## config.mk

```make
export PLATFORM = sky130hd
export DESIGN_NAME = shcs_seq
export DESIGN_NICKNAME = d
export VERILOG_FILES = /design/src/include/shcs_pkg.sv /design/src/design/shcs_tick.sv /design/src/design/shcs_seq.sv
export SDC_FILE = /design/constraint.sdc
export NUM_CORES = 2
export LEC_CHECK = 0
export ABC_AREA = 1
export BUFFER_PORTS_ARGS = -buffer_cell sky130_fd_sc_hd__buf_2
export CAP_MARGIN = 10
export CORE_ASPECT_RATIO = 1.2
export CORE_MARGIN = 2
export CORE_UTILIZATION = 29
export CTS_BUF_LIST = sky130_fd_sc_hd__clkbuf_16
export DETAILED_ROUTE_END_ITERATION = 8
export MAX_ROUTING_LAYER = met4
export PLACE_DENSITY = 0.49
export SYNTH_ARGS = -nofsm -noshare
export SYNTH_HDL_FRONTEND = slang
export SYNTH_SLANG_ARGS = --single-unit
export TNS_END_PERCENT = 20
```

## constraint.sdc

```tcl
create_clock -name i_clk -period 23.8 [get_ports i_clk]
set_input_delay 1.19 -clock i_clk [delete_from_list [all_inputs] [get_ports i_clk]]
set_output_delay 1.19 -clock i_clk [all_outputs]
set_load 0.01 [all_outputs]
```

## src/include/shcs_pkg.sv

```systemverilog
package shcs_pkg;
	// timing
	localparam int CLK_NS = 8;
	localparam int MS_NS = 1000000;
	localparam int TICK_CYCLES = MS_NS / CLK_NS;
	localparam int SW_TIMEOUT_S = 10;
	localparam logic [15:0] SW_TIMEOUT_MS = 16'(SW_TIMEOUT_S * 1000);
	localparam logic [15:0] HOLD_MAX_MS = 16'h270f;
	localparam logic [15:0] PAUSE_MAX_MS = 16'hea60;
	localparam logic [16:0] SLUG_MAX = 17'h186a0;
	// register byte offsets
	localparam logic [7:0] A_CTRL = 8'h00;
	localparam logic [7:0] A_CUT_HOLD = 8'h04;
	localparam logic [7:0] A_CUT_UP = 8'h08;
	localparam logic [7:0] A_PUSH_REACT = 8'h0c;
	localparam logic [7:0] A_PUSH_EXT = 8'h10;
	localparam logic [7:0] A_PAUSE = 8'h14;
	localparam logic [7:0] A_SLUG = 8'h18;
	localparam logic [7:0] A_TAB_LEAD = 8'h1c;
	localparam logic [7:0] A_TAB_TRAIL = 8'h20;
	localparam logic [7:0] A_ORD_SEL = 8'h24;
	localparam logic [7:0] A_ORD_QTY = 8'h28;
	localparam logic [7:0] A_ORD_LEN = 8'h2c;
	localparam logic [7:0] A_ORD_FLAGS = 8'h30;
	localparam logic [7:0] A_STATUS = 8'h34;
	localparam logic [7:0] A_TARGET = 8'h38;
	// control field positions
	localparam int C_RELOAD = 2;
	localparam int C_HALT_EMPTY = 3;
	localparam int C_SPECIAL = 4;
	localparam int C_FLYING = 5;
	localparam int C_FTS = 6;
	localparam int C_START = 8;
	localparam int C_STOP = 9;
	localparam int C_CFG_DONE = 10;
	localparam int C_ERR_CLR = 11;
	// bus answers
	localparam logic [1:0] RESP_OKAY = 2'h0;
	localparam logic [1:0] RESP_SLVERR = 2'h2;
	// order store
	localparam int NORD = 8;
	localparam logic [2:0] LAST_ORD = 3'h7;

	typedef enum logic [1:0] {POL_GAP, POL_EACH, POL_CONT} shcs_policy_type;
	typedef enum logic [2:0] {ST_HALT, ST_RUN, ST_DOWN, ST_UP, ST_WAIT, ST_PAUSE, ST_NEXT}
		shcs_state_type;

	typedef struct packed {
		logic line_run;
		logic cut;
		logic push;
		logic special;
		logic end_notch;
	} shcs_line_type;

	typedef struct packed {
		shcs_state_type         st;
		shcs_policy_type        pol;
		logic                   reload;
		logic                   halt_empty;
		logic                   flying;
		logic                   fts;
		logic                   cfg;
		logic                   err;
		logic                   chk_done;
		logic                   erase;
		logic                   sw_store;
		logic [15:0]            hold;
		logic [15:0]            up;
		logic [15:0]            react;
		logic [15:0]            ext;
		logic [15:0]            pause;
		logic [16:0]            slug;
		logic [15:0]            lead;
		logic [15:0]            trail;
		logic [2:0]             sel;
		logic [2:0]             cur;
		logic [NORD-1:0][15:0]  qprog;
		logic [NORD-1:0][15:0]  qrem;
		logic [NORD-1:0][23:0]  len;
		logic [NORD-1:0]        endn;
		logic [15:0]            cnt;
		logic [15:0]            pcnt;
		logic [25:0]            tgt;
		shcs_line_type          line;
		logic                   aw_got;
		logic                   w_got;
		logic [7:0]             awaddr;
		logic [31:0]            wdata;
		logic [3:0]             wstrb;
		logic                   bvalid;
		logic [1:0]             bresp;
		logic                   rvalid;
		logic [31:0]            rdata;
		logic [1:0]             rresp;
	} shcs_regs_type;
endpackage : shcs_pkg

```

## src/design/shcs_tick.sv

```systemverilog
`timescale 1ns/1ps
`default_nettype none
module shcs_tick
	import shcs_pkg::*;
#(
	parameter int CYCLES = TICK_CYCLES
) (
	// clock and reset
	input  wire logic i_clk,
	input  wire logic i_nrst,
	input  wire logic i_ce,
	// millisecond pulse
	output logic      o_tick
);
	localparam int W = ($clog2(CYCLES) > 0) ? $clog2(CYCLES) : 1;

	logic [W-1:0] cnt_reg;
	logic [W-1:0] cnt_next;

	// wrap at one millisecond
	always_comb begin
		o_tick = i_ce && (cnt_reg == W'(CYCLES - 1));
		cnt_next = (cnt_reg == W'(CYCLES - 1)) ? '0 : cnt_reg + 1'b1;
	end

	// counter frozen by clock enable
	always_ff @(posedge i_clk) begin
		if (!i_nrst) begin
			cnt_reg <= '0;
		end else if (i_ce) begin
			cnt_reg <= cnt_next;
		end
	end
endmodule : shcs_tick
`default_nettype wire

```

## src/design/shcs_seq.sv

```systemverilog
// Implementation choices: the placing of the registers and register access over AXI4-Lite.
`timescale 1ns/1ps
`default_nettype none
module shcs_seq
	import shcs_pkg::*;
#(
	parameter int TICKS = TICK_CYCLES
) (
	// clock, reset, enable
	input  wire logic        i_clk,
	input  wire logic        i_nrst,
	input  wire logic        i_ce,
	// axi4-lite write
	input  wire logic [7:0]  i_awaddr,
	input  wire logic        i_awvalid,
	output logic             o_awready,
	input  wire logic [31:0] i_wdata,
	input  wire logic [3:0]  i_wstrb,
	input  wire logic        i_wvalid,
	output logic             o_wready,
	output logic [1:0]       o_bresp,
	output logic             o_bvalid,
	input  wire logic        i_bready,
	// axi4-lite read
	input  wire logic [7:0]  i_araddr,
	input  wire logic        i_arvalid,
	output logic             o_arready,
	output logic [31:0]      o_rdata,
	output logic [1:0]       o_rresp,
	output logic             o_rvalid,
	input  wire logic        i_rready,
	// machine side
	input  wire logic        i_cut_req,
	input  wire logic        i_finish_sw,
	output shcs_line_type    o_line,
	// customization switches
	input  wire logic [7:0]  i_sw,
	input  wire logic [7:0]  i_sw_saved,
	output logic             o_erase,
	output logic             o_sw_store,
	output logic             o_config
);
	shcs_regs_type r_reg;
	shcs_regs_type r_next;
	logic          tick;

	////////////////////////////////////////////////////////////////////////////
	// helpers

	// known register offsets
	function automatic logic reg_hit(input logic [7:0] a);
		unique case (a)
			A_CTRL, A_CUT_HOLD, A_CUT_UP, A_PUSH_REACT, A_PUSH_EXT, A_PAUSE, A_SLUG,
			A_TAB_LEAD, A_TAB_TRAIL, A_ORD_SEL, A_ORD_QTY, A_ORD_LEN, A_ORD_FLAGS,
			A_STATUS, A_TARGET: reg_hit = 1'b1;
			default: reg_hit = 1'b0;
		endcase
	endfunction : reg_hit

	// register read image
	function automatic logic [31:0] rd_val(input shcs_regs_type s, input logic [7:0] a);
		rd_val = '0;
		unique case (a)
			A_CTRL: rd_val = {25'h0, s.fts, s.flying, s.line.special, s.halt_empty,
				s.reload, s.pol};
			A_CUT_HOLD: rd_val = {16'h0, s.hold};
			A_CUT_UP: rd_val = {16'h0, s.up};
			A_PUSH_REACT: rd_val = {16'h0, s.react};
			A_PUSH_EXT: rd_val = {16'h0, s.ext};
			A_PAUSE: rd_val = {16'h0, s.pause};
			A_SLUG: rd_val = {15'h0, s.slug};
			A_TAB_LEAD: rd_val = {16'h0, s.lead};
			A_TAB_TRAIL: rd_val = {16'h0, s.trail};
			A_ORD_SEL: rd_val = {29'h0, s.sel};
			A_ORD_QTY: rd_val = {s.qprog[s.sel], s.qrem[s.sel]};
			A_ORD_LEN: rd_val = {8'h0, s.len[s.sel]};
			A_ORD_FLAGS: rd_val = {31'h0, s.endn[s.sel]};
			A_STATUS: rd_val = {13'h0, s.st, 5'h0, s.cur, 3'h0, s.line.push,
				s.line.cut, s.cfg, s.err, s.line.line_run};
			A_TARGET: rd_val = {6'h0, s.tgt};
			default: rd_val = '0;
		endcase
	endfunction : rd_val

	// byte lane merge
	function automatic logic [31:0] merge(input logic [31:0] o, input logic [31:0] v,
		input logic [3:0] b);
		merge = o;
		for (int i = 0; i < 4; i++) begin
			if (b[i]) begin
				merge[i*8 +: 8] = v[i*8 +: 8];
			end
		end
	endfunction : merge

	// clamp a millisecond setting, judged on the whole written word
	function automatic logic [15:0] clamp(input logic [31:0] v, input logic [15:0] m);
		clamp = (v > {16'h0, m}) ? m : v[15:0];
	endfunction : clamp

	// order holds both quantity and length
	function automatic logic ready(input shcs_regs_type s, input logic [2:0] i);
		ready = (s.qrem[i] != 16'h0) && (s.len[i] != 24'h0);
	endfunction : ready

	// first ready order after cur, wrapping, cur excluded
	function automatic logic [3:0] find_next(input shcs_regs_type s, input logic [2:0] c);
		logic [2:0] k;
		find_next = 4'h0;
		for (int i = NORD - 1; i >= 1; i--) begin
			k = c + 3'(i);
			if (ready(s, k)) begin
				find_next = {1'b1, k};
			end
		end
	endfunction : find_next

	////////////////////////////////////////////////////////////////////////////
	// millisecond time base

	shcs_tick #(
		.CYCLES (TICKS)
	) u_tick (
		.i_clk  (i_clk),
		.i_nrst (i_nrst),
		.i_ce   (i_ce),
		.o_tick (tick)
	);

	////////////////////////////////////////////////////////////////////////////
	// next state

	always_comb begin
		logic [31:0] wv;
		logic        start;
		logic        stop;
		logic [15:0] rem;
		logic [3:0]  nx;
		logic        gap_ok;
		wv = '0;
		start = 1'b0;
		stop = 1'b0;
		rem = '0;
		nx = '0;
		gap_ok = 1'b0;
		r_next = r_reg;
		r_next.erase = 1'b0;
		r_next.sw_store = 1'b0;

		// bus answers retire
		if (r_reg.bvalid && i_bready) begin
			r_next.bvalid = 1'b0;
		end
		if (r_reg.rvalid && i_rready) begin
			r_next.rvalid = 1'b0;
		end
		// write address and data taken in either order
		if (i_awvalid && o_awready) begin
			r_next.aw_got = 1'b1;
			r_next.awaddr = i_awaddr;
		end
		if (i_wvalid && o_wready) begin
			r_next.w_got = 1'b1;
			r_next.wdata = i_wdata;
			r_next.wstrb = i_wstrb;
		end
		// read answered one cycle after address
		if (i_arvalid && o_arready) begin
			r_next.rvalid = 1'b1;
			r_next.rdata = rd_val(r_reg, i_araddr);
			r_next.rresp = reg_hit(i_araddr) ? RESP_OKAY : RESP_SLVERR;
		end

		// register write once both halves are in
		if (r_reg.aw_got && r_reg.w_got && !r_reg.bvalid) begin
			wv = merge(rd_val(r_reg, r_reg.awaddr), r_reg.wdata, r_reg.wstrb);
			r_next.aw_got = 1'b0;
			r_next.w_got = 1'b0;
			r_next.bvalid = 1'b1;
			r_next.bresp = reg_hit(r_reg.awaddr) ? RESP_OKAY : RESP_SLVERR;
			unique case (r_reg.awaddr)
				A_CTRL: begin
					r_next.pol = (wv[1:0] == 2'h3) ? POL_GAP : shcs_policy_type'(wv[1:0]);
					r_next.reload = wv[C_RELOAD];
					r_next.halt_empty = wv[C_HALT_EMPTY];
					r_next.line.special = wv[C_SPECIAL];
					r_next.flying = wv[C_FLYING];
					r_next.fts = wv[C_FTS];
					start = wv[C_START];
					stop = wv[C_STOP];
					if (wv[C_CFG_DONE]) begin
						r_next.cfg = 1'b0;
					end
					if (wv[C_ERR_CLR]) begin
						r_next.err = 1'b0;
					end
				end
				A_CUT_HOLD: r_next.hold = clamp(wv, HOLD_MAX_MS);
				A_CUT_UP: r_next.up = clamp(wv, HOLD_MAX_MS);
				A_PUSH_REACT: r_next.react = clamp(wv, HOLD_MAX_MS);
				A_PUSH_EXT: r_next.ext = clamp(wv, HOLD_MAX_MS);
				A_PAUSE: r_next.pause = clamp(wv, PAUSE_MAX_MS);
				A_SLUG: r_next.slug = (wv > {15'h0, SLUG_MAX}) ? SLUG_MAX : wv[16:0];
				A_TAB_LEAD: r_next.lead = wv[15:0];
				A_TAB_TRAIL: r_next.trail = wv[15:0];
				A_ORD_SEL: r_next.sel = wv[2:0];
				A_ORD_QTY: begin
					r_next.qprog[r_reg.sel] = wv[31:16];
					r_next.qrem[r_reg.sel] = wv[31:16];
				end
				A_ORD_LEN: r_next.len[r_reg.sel] = wv[23:0];
				A_ORD_FLAGS: r_next.endn[r_reg.sel] = wv[0];
				default: ;
			endcase
		end

		// switch check on the first enabled cycle after reset
		if (!r_reg.chk_done) begin
			r_next.chk_done = 1'b1;
			if (i_sw != i_sw_saved) begin
				r_next.cfg = 1'b1;
				r_next.erase = 1'b1;
				r_next.sw_store = 1'b1;
				r_next.qprog = '0;
				r_next.qrem = '0;
				r_next.len = '0;
				r_next.endn = '0;
			end
		end

		// die-push interval runs down on the tick
		if (tick && (r_reg.pcnt != 16'h0)) begin
			r_next.pcnt = r_reg.pcnt - 16'h1;
		end

		// cut cycle and order sequencing
		unique case (r_reg.st)
			ST_HALT: begin
				if (start && !r_next.cfg && ready(r_reg, r_reg.cur)) begin
					r_next.st = ST_RUN;
				end
			end
			ST_RUN: begin
				if (stop) begin
					r_next.st = ST_HALT;
				end else if (i_cut_req) begin
					r_next.pcnt = r_reg.react + r_reg.hold + r_reg.ext;
					if (r_reg.hold == 16'h0) begin
						r_next.st = ST_WAIT;
						r_next.cnt = SW_TIMEOUT_MS;
					end else begin
						r_next.st = ST_DOWN;
						r_next.cnt = r_reg.hold;
					end
				end
			end
			ST_DOWN: begin
				if (i_finish_sw || (r_reg.cnt == 16'h0)) begin
					r_next.st = ST_UP;
					r_next.cnt = r_reg.flying ? r_reg.hold : r_reg.up;
				end else if (tick) begin
					r_next.cnt = r_reg.cnt - 16'h1;
				end
			end
			ST_UP: begin
				if (r_reg.cnt == 16'h0) begin
					r_next.st = ST_PAUSE;
					r_next.cnt = r_reg.pause;
				end else if (tick) begin
					r_next.cnt = r_reg.cnt - 16'h1;
				end
			end
			ST_WAIT: begin
				if (i_finish_sw) begin
					r_next.st = ST_PAUSE;
					r_next.cnt = r_reg.pause;
				end else if (r_reg.cnt == 16'h0) begin
					r_next.err = 1'b1;
					r_next.st = ST_HALT;
				end else if (tick) begin
					r_next.cnt = r_reg.cnt - 16'h1;
				end
			end
			ST_PAUSE: begin
				if (r_reg.cnt == 16'h0) begin
					r_next.st = ST_NEXT;
				end else if (tick) begin
					r_next.cnt = r_reg.cnt - 16'h1;
				end
			end
			ST_NEXT: begin
				rem = (r_reg.qrem[r_reg.cur] == 16'h0) ? 16'h0 : r_reg.qrem[r_reg.cur] - 16'h1;
				r_next.qrem[r_reg.cur] = rem;
				r_next.st = ST_RUN;
				if (rem == 16'h0) begin
					if (r_reg.reload) begin
						r_next.qrem[r_reg.cur] = r_reg.qprog[r_reg.cur];
					end
					nx = find_next(r_next, r_reg.cur);
					gap_ok = (r_reg.cur != LAST_ORD) && ready(r_next, r_reg.cur + 3'h1);
					if (!nx[3]) begin
						r_next.st = r_reg.halt_empty ? ST_HALT : ST_RUN;
					end else begin
						r_next.cur = nx[2:0];
						unique case (r_reg.pol)
							POL_GAP: begin
								if (gap_ok) begin
									r_next.cur = r_reg.cur + 3'h1;
								end else begin
									r_next.st = ST_HALT;
								end
							end
							POL_EACH: r_next.st = ST_HALT;
							POL_CONT: r_next.st = ST_RUN;
							default: r_next.st = ST_HALT;
						endcase
					end
				end
			end
			default: r_next.st = ST_HALT;
		endcase

		// line outputs and next cut target
		r_next.line.cut = (r_next.st == ST_DOWN) || (r_next.st == ST_WAIT);
		r_next.line.push = (r_next.pcnt != 16'h0) || r_next.line.cut;
		r_next.line.line_run = (r_next.st == ST_RUN) ||
			(!r_reg.fts && ((r_next.st == ST_DOWN) || (r_next.st == ST_UP) ||
			(r_next.st == ST_WAIT)));
		r_next.line.end_notch = r_next.endn[r_next.cur] && !r_next.line.special;
		r_next.tgt = 26'(r_next.len[r_next.cur]) + 26'(r_next.slug) +
			(r_next.endn[r_next.cur] ? 26'(r_next.lead) + 26'(r_next.trail) : 26'h0);
	end

	////////////////////////////////////////////////////////////////////////////
	// state register

	always_ff @(posedge i_clk) begin
		if (!i_nrst) begin
			r_reg <= '0;
			r_reg.st <= ST_HALT;
			r_reg.pol <= POL_GAP;
		end else if (i_ce) begin
			r_reg <= r_next;
		end
	end

	////////////////////////////////////////////////////////////////////////////
	// outputs

	assign o_awready = i_ce && !r_reg.aw_got && !r_reg.bvalid;
	assign o_wready = i_ce && !r_reg.w_got && !r_reg.bvalid;
	assign o_arready = i_ce && !r_reg.rvalid;
	assign o_bvalid = r_reg.bvalid;
	assign o_bresp = r_reg.bresp;
	assign o_rvalid = r_reg.rvalid;
	assign o_rdata = r_reg.rdata;
	assign o_rresp = r_reg.rresp;
	assign o_line = r_reg.line;
	assign o_erase = r_reg.erase;
	assign o_sw_store = r_reg.sw_store;
	assign o_config = r_reg.cfg;
endmodule : shcs_seq
`default_nettype wire

```

# --- Word level (Yosys, flattened, before mapping) ---
# Memory sizes are Yosys's and may differ from the RTL's. A register that Yosys moved wholly into a read port is not among the register bits.
# Cells that the tools add are included.
word_totals:
  register_bits: 769
  rom_bits: 128
  in_bits: 78
  output_inout_bits: 49
  elab_cells: 400
  mem_count: 2
classes:
  n_addsub: 16
  order_cmp: 15
  eq_ne: 45
  n_mux: 166
  n_reduce_logical: 91
memory_table:
  columns: ["memory", "depth", "word_bits", "read_ports", "rd_clocked_by_memory_dff", "write_ports", "line", "text"]
  rows:
  - ["(name not given)", 64, 1, 1, 0, 0, "shcs_seq.sv:52", "unique case (a)"]
  - ["(name not given)", 64, 1, 1, 1, 0, "shcs_seq.sv:52", null]
op_table:
  columns: ["cell", "count"]
  rows:
  - ["$mux W456", 3]
  - ["$pmux W32 S15", 2]
  - ["$bmux W24 S3", 10]
  - ["$mux W128", 5]
  - ["$bmux W16 S3", 11]
  - ["$bwmux W128", 4]
  - ["$mux W16", 27]
  - ["$mux W24", 11]
  - ["$mux W256", 1]
  - ["$bwmux W192", 1]
  - ["$mux W192", 1]
  - ["$reduce_bool A24 Y1", 8]
  - ["$reduce_bool A16 Y1", 10]
  - ["$eq A8 B6 Y1 const B", 14]
  - ["$demux W16 S3", 2]
  - ["$pmux W16 S5", 1]
  - ["$demux W24 S3", 1]
  - ["$mux W8", 9]
  - ["$mux W17", 4]
  - ["$eq A8 B5 Y1 const B", 8]
  - ["$logic_not A16 Y1", 4]
  - ["$mux W32", 2]
  - ["$mux W3", 18]
  - ["$mux W52", 1]
  - ["other kinds (45)", 175]

# --- Longest topological paths before layout ---
depth:
  ltp_word: 37
  depth_mapped: 72
  mapped_depth_nobuf: 68

# --- By module ---
# From an unflattened synthesis, not the netlist that was laid out.
unflattened:
  hier_cells: 13032
  hier_area_um2: 71657.5
by_module_without_submodules:
  columns: ["module", "instances", "cells_each", "area_each_um2", "seq_area_each_um2"]
  rows:
  - ["shcs_seq", 1, 12889, 70711.6, 14994.4]
  - ["shcs_tick", 1, 143, 945.9, 340.3]

# --- Worst setup path after synthesis ---
# OpenSTA, ideal clock, no wires.
synth_path:
  path_kind: "register to register"
  from: "register r_reg[603] (netlist name)"
  to: "register r_reg[112] (netlist name)"
  t_arrival_ns: 8.309
  required_ns: 23.691
  slack_ns: 15.383
  stages_incl_launch_ff: 61
  cell_sequence: "dfxtp_1 -> buf_6 -> inv_6 -> buf_2 -> buf_2 -> buf_2 -> buf_2 -> buf_2 -> buf_1 -> buf_2 -> buf_1 -> ha_1 -> clkbuf_1 -> inv_2 -> buf_1 -> buf_1 -> nand2_1 -> nand3_1 -> [25 not listed] -> o21ai_0 -> nand3_1 -> nand2_1 -> nand3_1 -> nand2_1 -> nand4_1 -> o211ai_1 -> a21oi_1 -> nor2_1 -> nor2_1 -> nor2_1 -> nor2_1 -> nor2_4 -> nand3_1 -> nand2_1 -> nand3_1 -> nand2_1 -> inv_1"
synth_between:
  elab_chain_len: 31
  elab_cells_between_ends: 112
  cone_classes: "add/sub: 11; order compare: 3; eq/ne: 1; mux: 72; reduce/logical: 25"
synth_rtl:
  columns: ["element", "line", "text"]
  rows:
  - ["start: declaration", "shcs_seq.sv:43", "shcs_regs_type r_reg;"]
  - ["start signal: assignment", "shcs_seq.sv:343", "r_reg <= r_next;"]
  - ["$bmux W16 S3, or another cell as far along", "shcs_seq.sv:292", "rem = (r_reg.qrem[r_reg.cur] == 16'h0) ? 16'h0 : r_reg.qrem[r_reg.cur] - 16'h1;"]
  - ["$mux W16 (not written as such) or $logic_and A1 B1 Y1 (tied branches)", "shcs_seq.sv:292, shcs_seq.sv:293, shcs_seq.sv:297", null]
  - ["$sub A16 B1 Y16, or another cell as far along", "shcs_seq.sv:292", null]
  - ["$mux W16 or $demux W16 S3 (tied branches)", "shcs_seq.sv:292, shcs_seq.sv:293, shcs_seq.sv:297", null]
  - ["$bwmux W128", "shcs_seq.sv:293", "r_next.qrem[r_reg.cur] = rem;"]
  - ["$bwmux W128", "shcs_seq.sv:297", "r_next.qrem[r_reg.cur] = r_reg.qprog[r_reg.cur];"]
  - ["$mux W128", "shcs_seq.sv:296", "if (r_reg.reload) begin"]
  - ["$mux W128", "shcs_seq.sv:295", "if (rem == 16'h0) begin"]
  - ["[15 not listed]", null, null]
  - ["$mux W3", "shcs_seq.sv:305", "unique case (r_reg.pol)"]
  - ["$mux W3", "shcs_seq.sv:301", "if (!nx[3]) begin"]
  - ["$mux W3", "shcs_seq.sv:295", null]
  - ["$mux W3", "shcs_seq.sv:237", "unique case (r_reg.st)"]
  - ["$bmux W24 S3 or $bmux W1 S3 (tied branches)", "shcs_seq.sv:330, shcs_seq.sv:331", null]
  - ["$mux W24 (not written as such) or $mux W1 (tied branches)", "shcs_seq.sv:330, shcs_seq.sv:331", null]
  - ["$add A24 B17 Y25 or $mux W17 (tied branches)", "shcs_seq.sv:330, shcs_seq.sv:331", null]
  - ["$add A25 B17 Y26 (*)", "shcs_seq.sv:330", "r_next.tgt = 26'(r_next.len[r_next.cur]) + 26'(r_next.slug) +"]
# Mark *: on every way between the ends. The rest lies on a longest branch, timed or not. The select of a mux whose other input is x is not followed.
# A chain may end at the register's enable or synchronous reset.

# --- Worst setup path after layout ---
layout_path:
  from: "register r_reg[604] (netlist name)"
  to: "register r_reg[111] (netlist name)"
# The elaborated chain is that of the path after synthesis.

==> flow_summary.json <==
{
  "status": "finished, violations left",
  "violations": "DRC",
  "io_pins": 127,
  "irDropWorstVdd_v": 0.0000551,
  "postRouteAntennaNets": 0,
  "skew_ns": 0.0894,
  "crit_arrival_ns": 14.64,
  "finalCriticalPeriod_ns": 13.93,
  "worstHoldPathType": "reg2reg",
  "ctsResizeCount": 0,
  "synth_top_cell_area_share_pct": 23.0,
  "p_sw_share_pct": 40.6,
  "clock_sinks": 766,
  "drc_errors": 1,
  "crit_path_max_incr_delay_ns": 1.02,
  "worstPathRequired_ns": 24.51,
  "ff2ff_setup_slack_ns": 9.87,
  "nets": 12676,
  "syn_area_per_cell_um2": 5.51,
  "firstDrtPassIters": 9,
  "cp_common_cell": "nand2_1",
  "cp_slowest_cell": "o31ai_1",
  "netlist_instances": 12994,
  "dp_hpwl_um": 303000,
  "place_congestion": 1.08,
  "intPower_mw": 2.43,
  "post-cts-setup-buffer-count": 0,
  "cts_tree": "done",
  "clkPwrFrac_pct": 37.0,
  "register_area_mm2": 0.0154,
  "rsz0062_at_grt": "no",
  "cts_hold_buf": 0,
  "placedCellCount": 15621,
  "startpoint": "r_reg[604]$_SDFFE_PN0P_",
  "root_buffer": "clkbuf_16",
  "clockBufferDepth": 3,
  "switchingPower_mw": 1.66,
  "combinationalPowerShare_pct": 29.1,
  "drive_gt1_share_pct": 5.60,
  "min_period_over_period_pct": 58.5,
  "cp-endpoint": "r_reg[111]$_SDFFE_PN0P_",
  "slew_violations": 0,
  "fin_cells": 15823,
  "grt_pass1_wl_um": 596000,
  "tns_ns": 0,
  "clk_latency_ns": 0.80,
  "fmax_ghz": 0.0718,
  "p_seq_share_pct": 33.8,
  "final_common_cell": "nand2_1",
  "layout_common_cells": "4,389 x nand2_1, 1,669 x nand3_1, 1,087 x o21ai_0",
  "crit_type": "reg2reg",
  "synthArstFlopShare_pct": 0,
  "portBuffers": 124,
  "worstSetupEndpointType": "flop",
  "syn_to_final_growth_pct": 7.63,
  "ys_ff_latch": 766,
  "cts_buffers": 94,
  "grt_max_degree": 151,
  "die_h_um": 548,
  "nFillCells": 28151,
  "grt-ovfl-total": 0,
  "grt_usage_pct": 32.8,
  "cp-start-kind": "flop",
  "grt_pass1_vias": 81949,
  "core_area_mm2": 0.245,
  "yosysUniqueCellTypes": 73,
  "clk_pin_slew_ns": 0.07,
  "synth_edf_count": 0,
  "yosys_warnings": 0,
  "maxSlewHeadroom_pct": 4.10,
  "syn_area_mm2": 0.0716,
  "timing.rr.end": "r_reg[111]$_SDFFE_PN0P_",
  "rr_worst_depth": 61,
  "htree_levels": 3,
  "finalHoldViolations": 0,
  "maxCapViolCount": 0,
  "ys.flop_type": "dfxtp_1",
  "p_leak_nw": 33.7,
  "die_area_mm2": 0.251,
  "worstMarginPinSlew_ns": 1.43,
  "antenna_found_initial": 29,
  "yosysTopAreaCell": "nand2_1",
  "drtIter0Drc": 14087,
  "routed_wirelength_um": 420000,
  "synthTopCellsByArea": "nand2_1 23%, dfxtp_1 21%, nand3_1 12%",
  "reg2reg_from": "r_reg[604]$_SDFFE_PN0P_",
  "setup_viol": 0,
  "critPathMaxFanout": 102,
  "rows": 199,
  "pre_cts_slack_ns": 10.57,
  "largest_reg_flops": 705,
  "dieWidth_um": 458,
  "wl_per_cell_um": 26.6,
  "num_vias": 91756,
  "initial_core_util_pct": 29.2,
  "synth-seq-area-share_pct": 21.4,
  "power.density_mw_per_mm2": 53.1,
  "avgViaCountPerCell": 5.80,
  "multiInputGateArea_mm2": 0.0483,
  "fin_ws_ns": 9.87
}
==> power by group through the flow <==
stage / combinational (mW) / clock (mW) / sequential, mW
6_report: 1.19 / 1.51 / 1.39
5_1_grt: 1.26 / 1.57 / 1.39
4_1_cts: 1.14 / 1.53 / 1.38
3_5_place_dp: 1.14 / 0 / 1.41
3_3_place_gp: 1.14 / 0 / 1.41
2_1_floorplan: 0.733 / 0 / 1.39
==> kinds of logic after synthesis <==
| family | after synthesis | share of synthesized area [%] |
|---|---|---|
| simple gates | 7377 | 43.6 |
| other cells | 1 | 0.00524 |
| compound gates | 2727 | 20.8 |
| xor+xnor | 63 | 0.771 |
| buf+inv | 1959 | 11.3 |
| mux | 5 | 0.0717 |
| flops | 766 | 21.4 |
| fa+ha+maj | 96 | 2.05 |
==> metrics by stage <==
stage	power, mW	utilization, %	hold slack, ns	instance area [µm²]
floorplan	2.12	-	0.392	71600
global placement	2.55	30.1	0.427	73900
detailed placement	2.55	30.1	0.430	73900
CTS	4.05	31.4	0.436	77000
global route	4.22	31.4	0.439	77000
finish	4.09	31.4	0.430	77000
==> routing by layer <==
metal  GRT usage, %  part of all wire (%)
met5              -                     0
met4           22.5                   8.1
met3           7.56                    11
met2           47.2                    42
met1           40.6                    39
==> critical path: cells and delay by family, from the launching register on <==
family | cells | cell delay [ns]
and+or+nand+nor | 33 | 5.07
adders and majority gates | 2 | 0.83
AOI/OAI and AO/OA | 15 | 3.27
DFF | 1 | 0.52
buffers and inverters | 11 | 3.78
==> worst min path at each step <==
stage,end,slack [ns],cells past startpoint
6_report,o_bresp[1]$_SDFFE_PN0P_,0.43,1
4_1_cts,o_bresp[1]$_SDFFE_PN0P_,0.44,1
5_1_grt,o_bresp[1]$_SDFFE_PN0P_,0.44,1
3_3_place_gp,o_bresp[1]$_SDFFE_PN0P_,0.43,1
3_5_place_dp,o_bresp[1]$_SDFFE_PN0P_,0.43,1
2_1_floorplan,o_bresp[1]$_SDFFE_PN0P_,0.39,1
==> final cells by class <==
class / count / share of cell area (%)
Multi-Input combinational cell: 10270 / 62.7
Sequential cell: 766 / 19.9
Tap cell: 3216 / 5.22
Inverter: 1053 / 5.21
Clock buffer: 94 / 3.05
Timing Repair Buffer: 317 / 2.87
Clock inverter: 79 / 0.922
Antenna cell: 28 / 0.0909
==> synth_stat cells, types with 24 or more instances <==
master     instances
dfxtp_1          766
buf_6             25
a221oi_1          31
nor2_4            24
o2111ai_1         40
o22ai_1           28
nand2_2           45
inv_1            972
xnor2_1           25
o31ai_1           24
buf_2            166
nor3_1            83
inv_2             65
o21ai_1          105
ha_1              61
fa_1              35
nor4_1            37
buf_4             82
nand3_1         1669
nand2_1         4394
xor2_1            38
nand4_1          187
clkbuf_1         489
a31oi_1          116
a211oi_1          52
o21ai_0         1087
buf_1            143
a21oi_1         1025
o211ai_1         133
nor2_1           824
(Power assumes the default switching activity.)
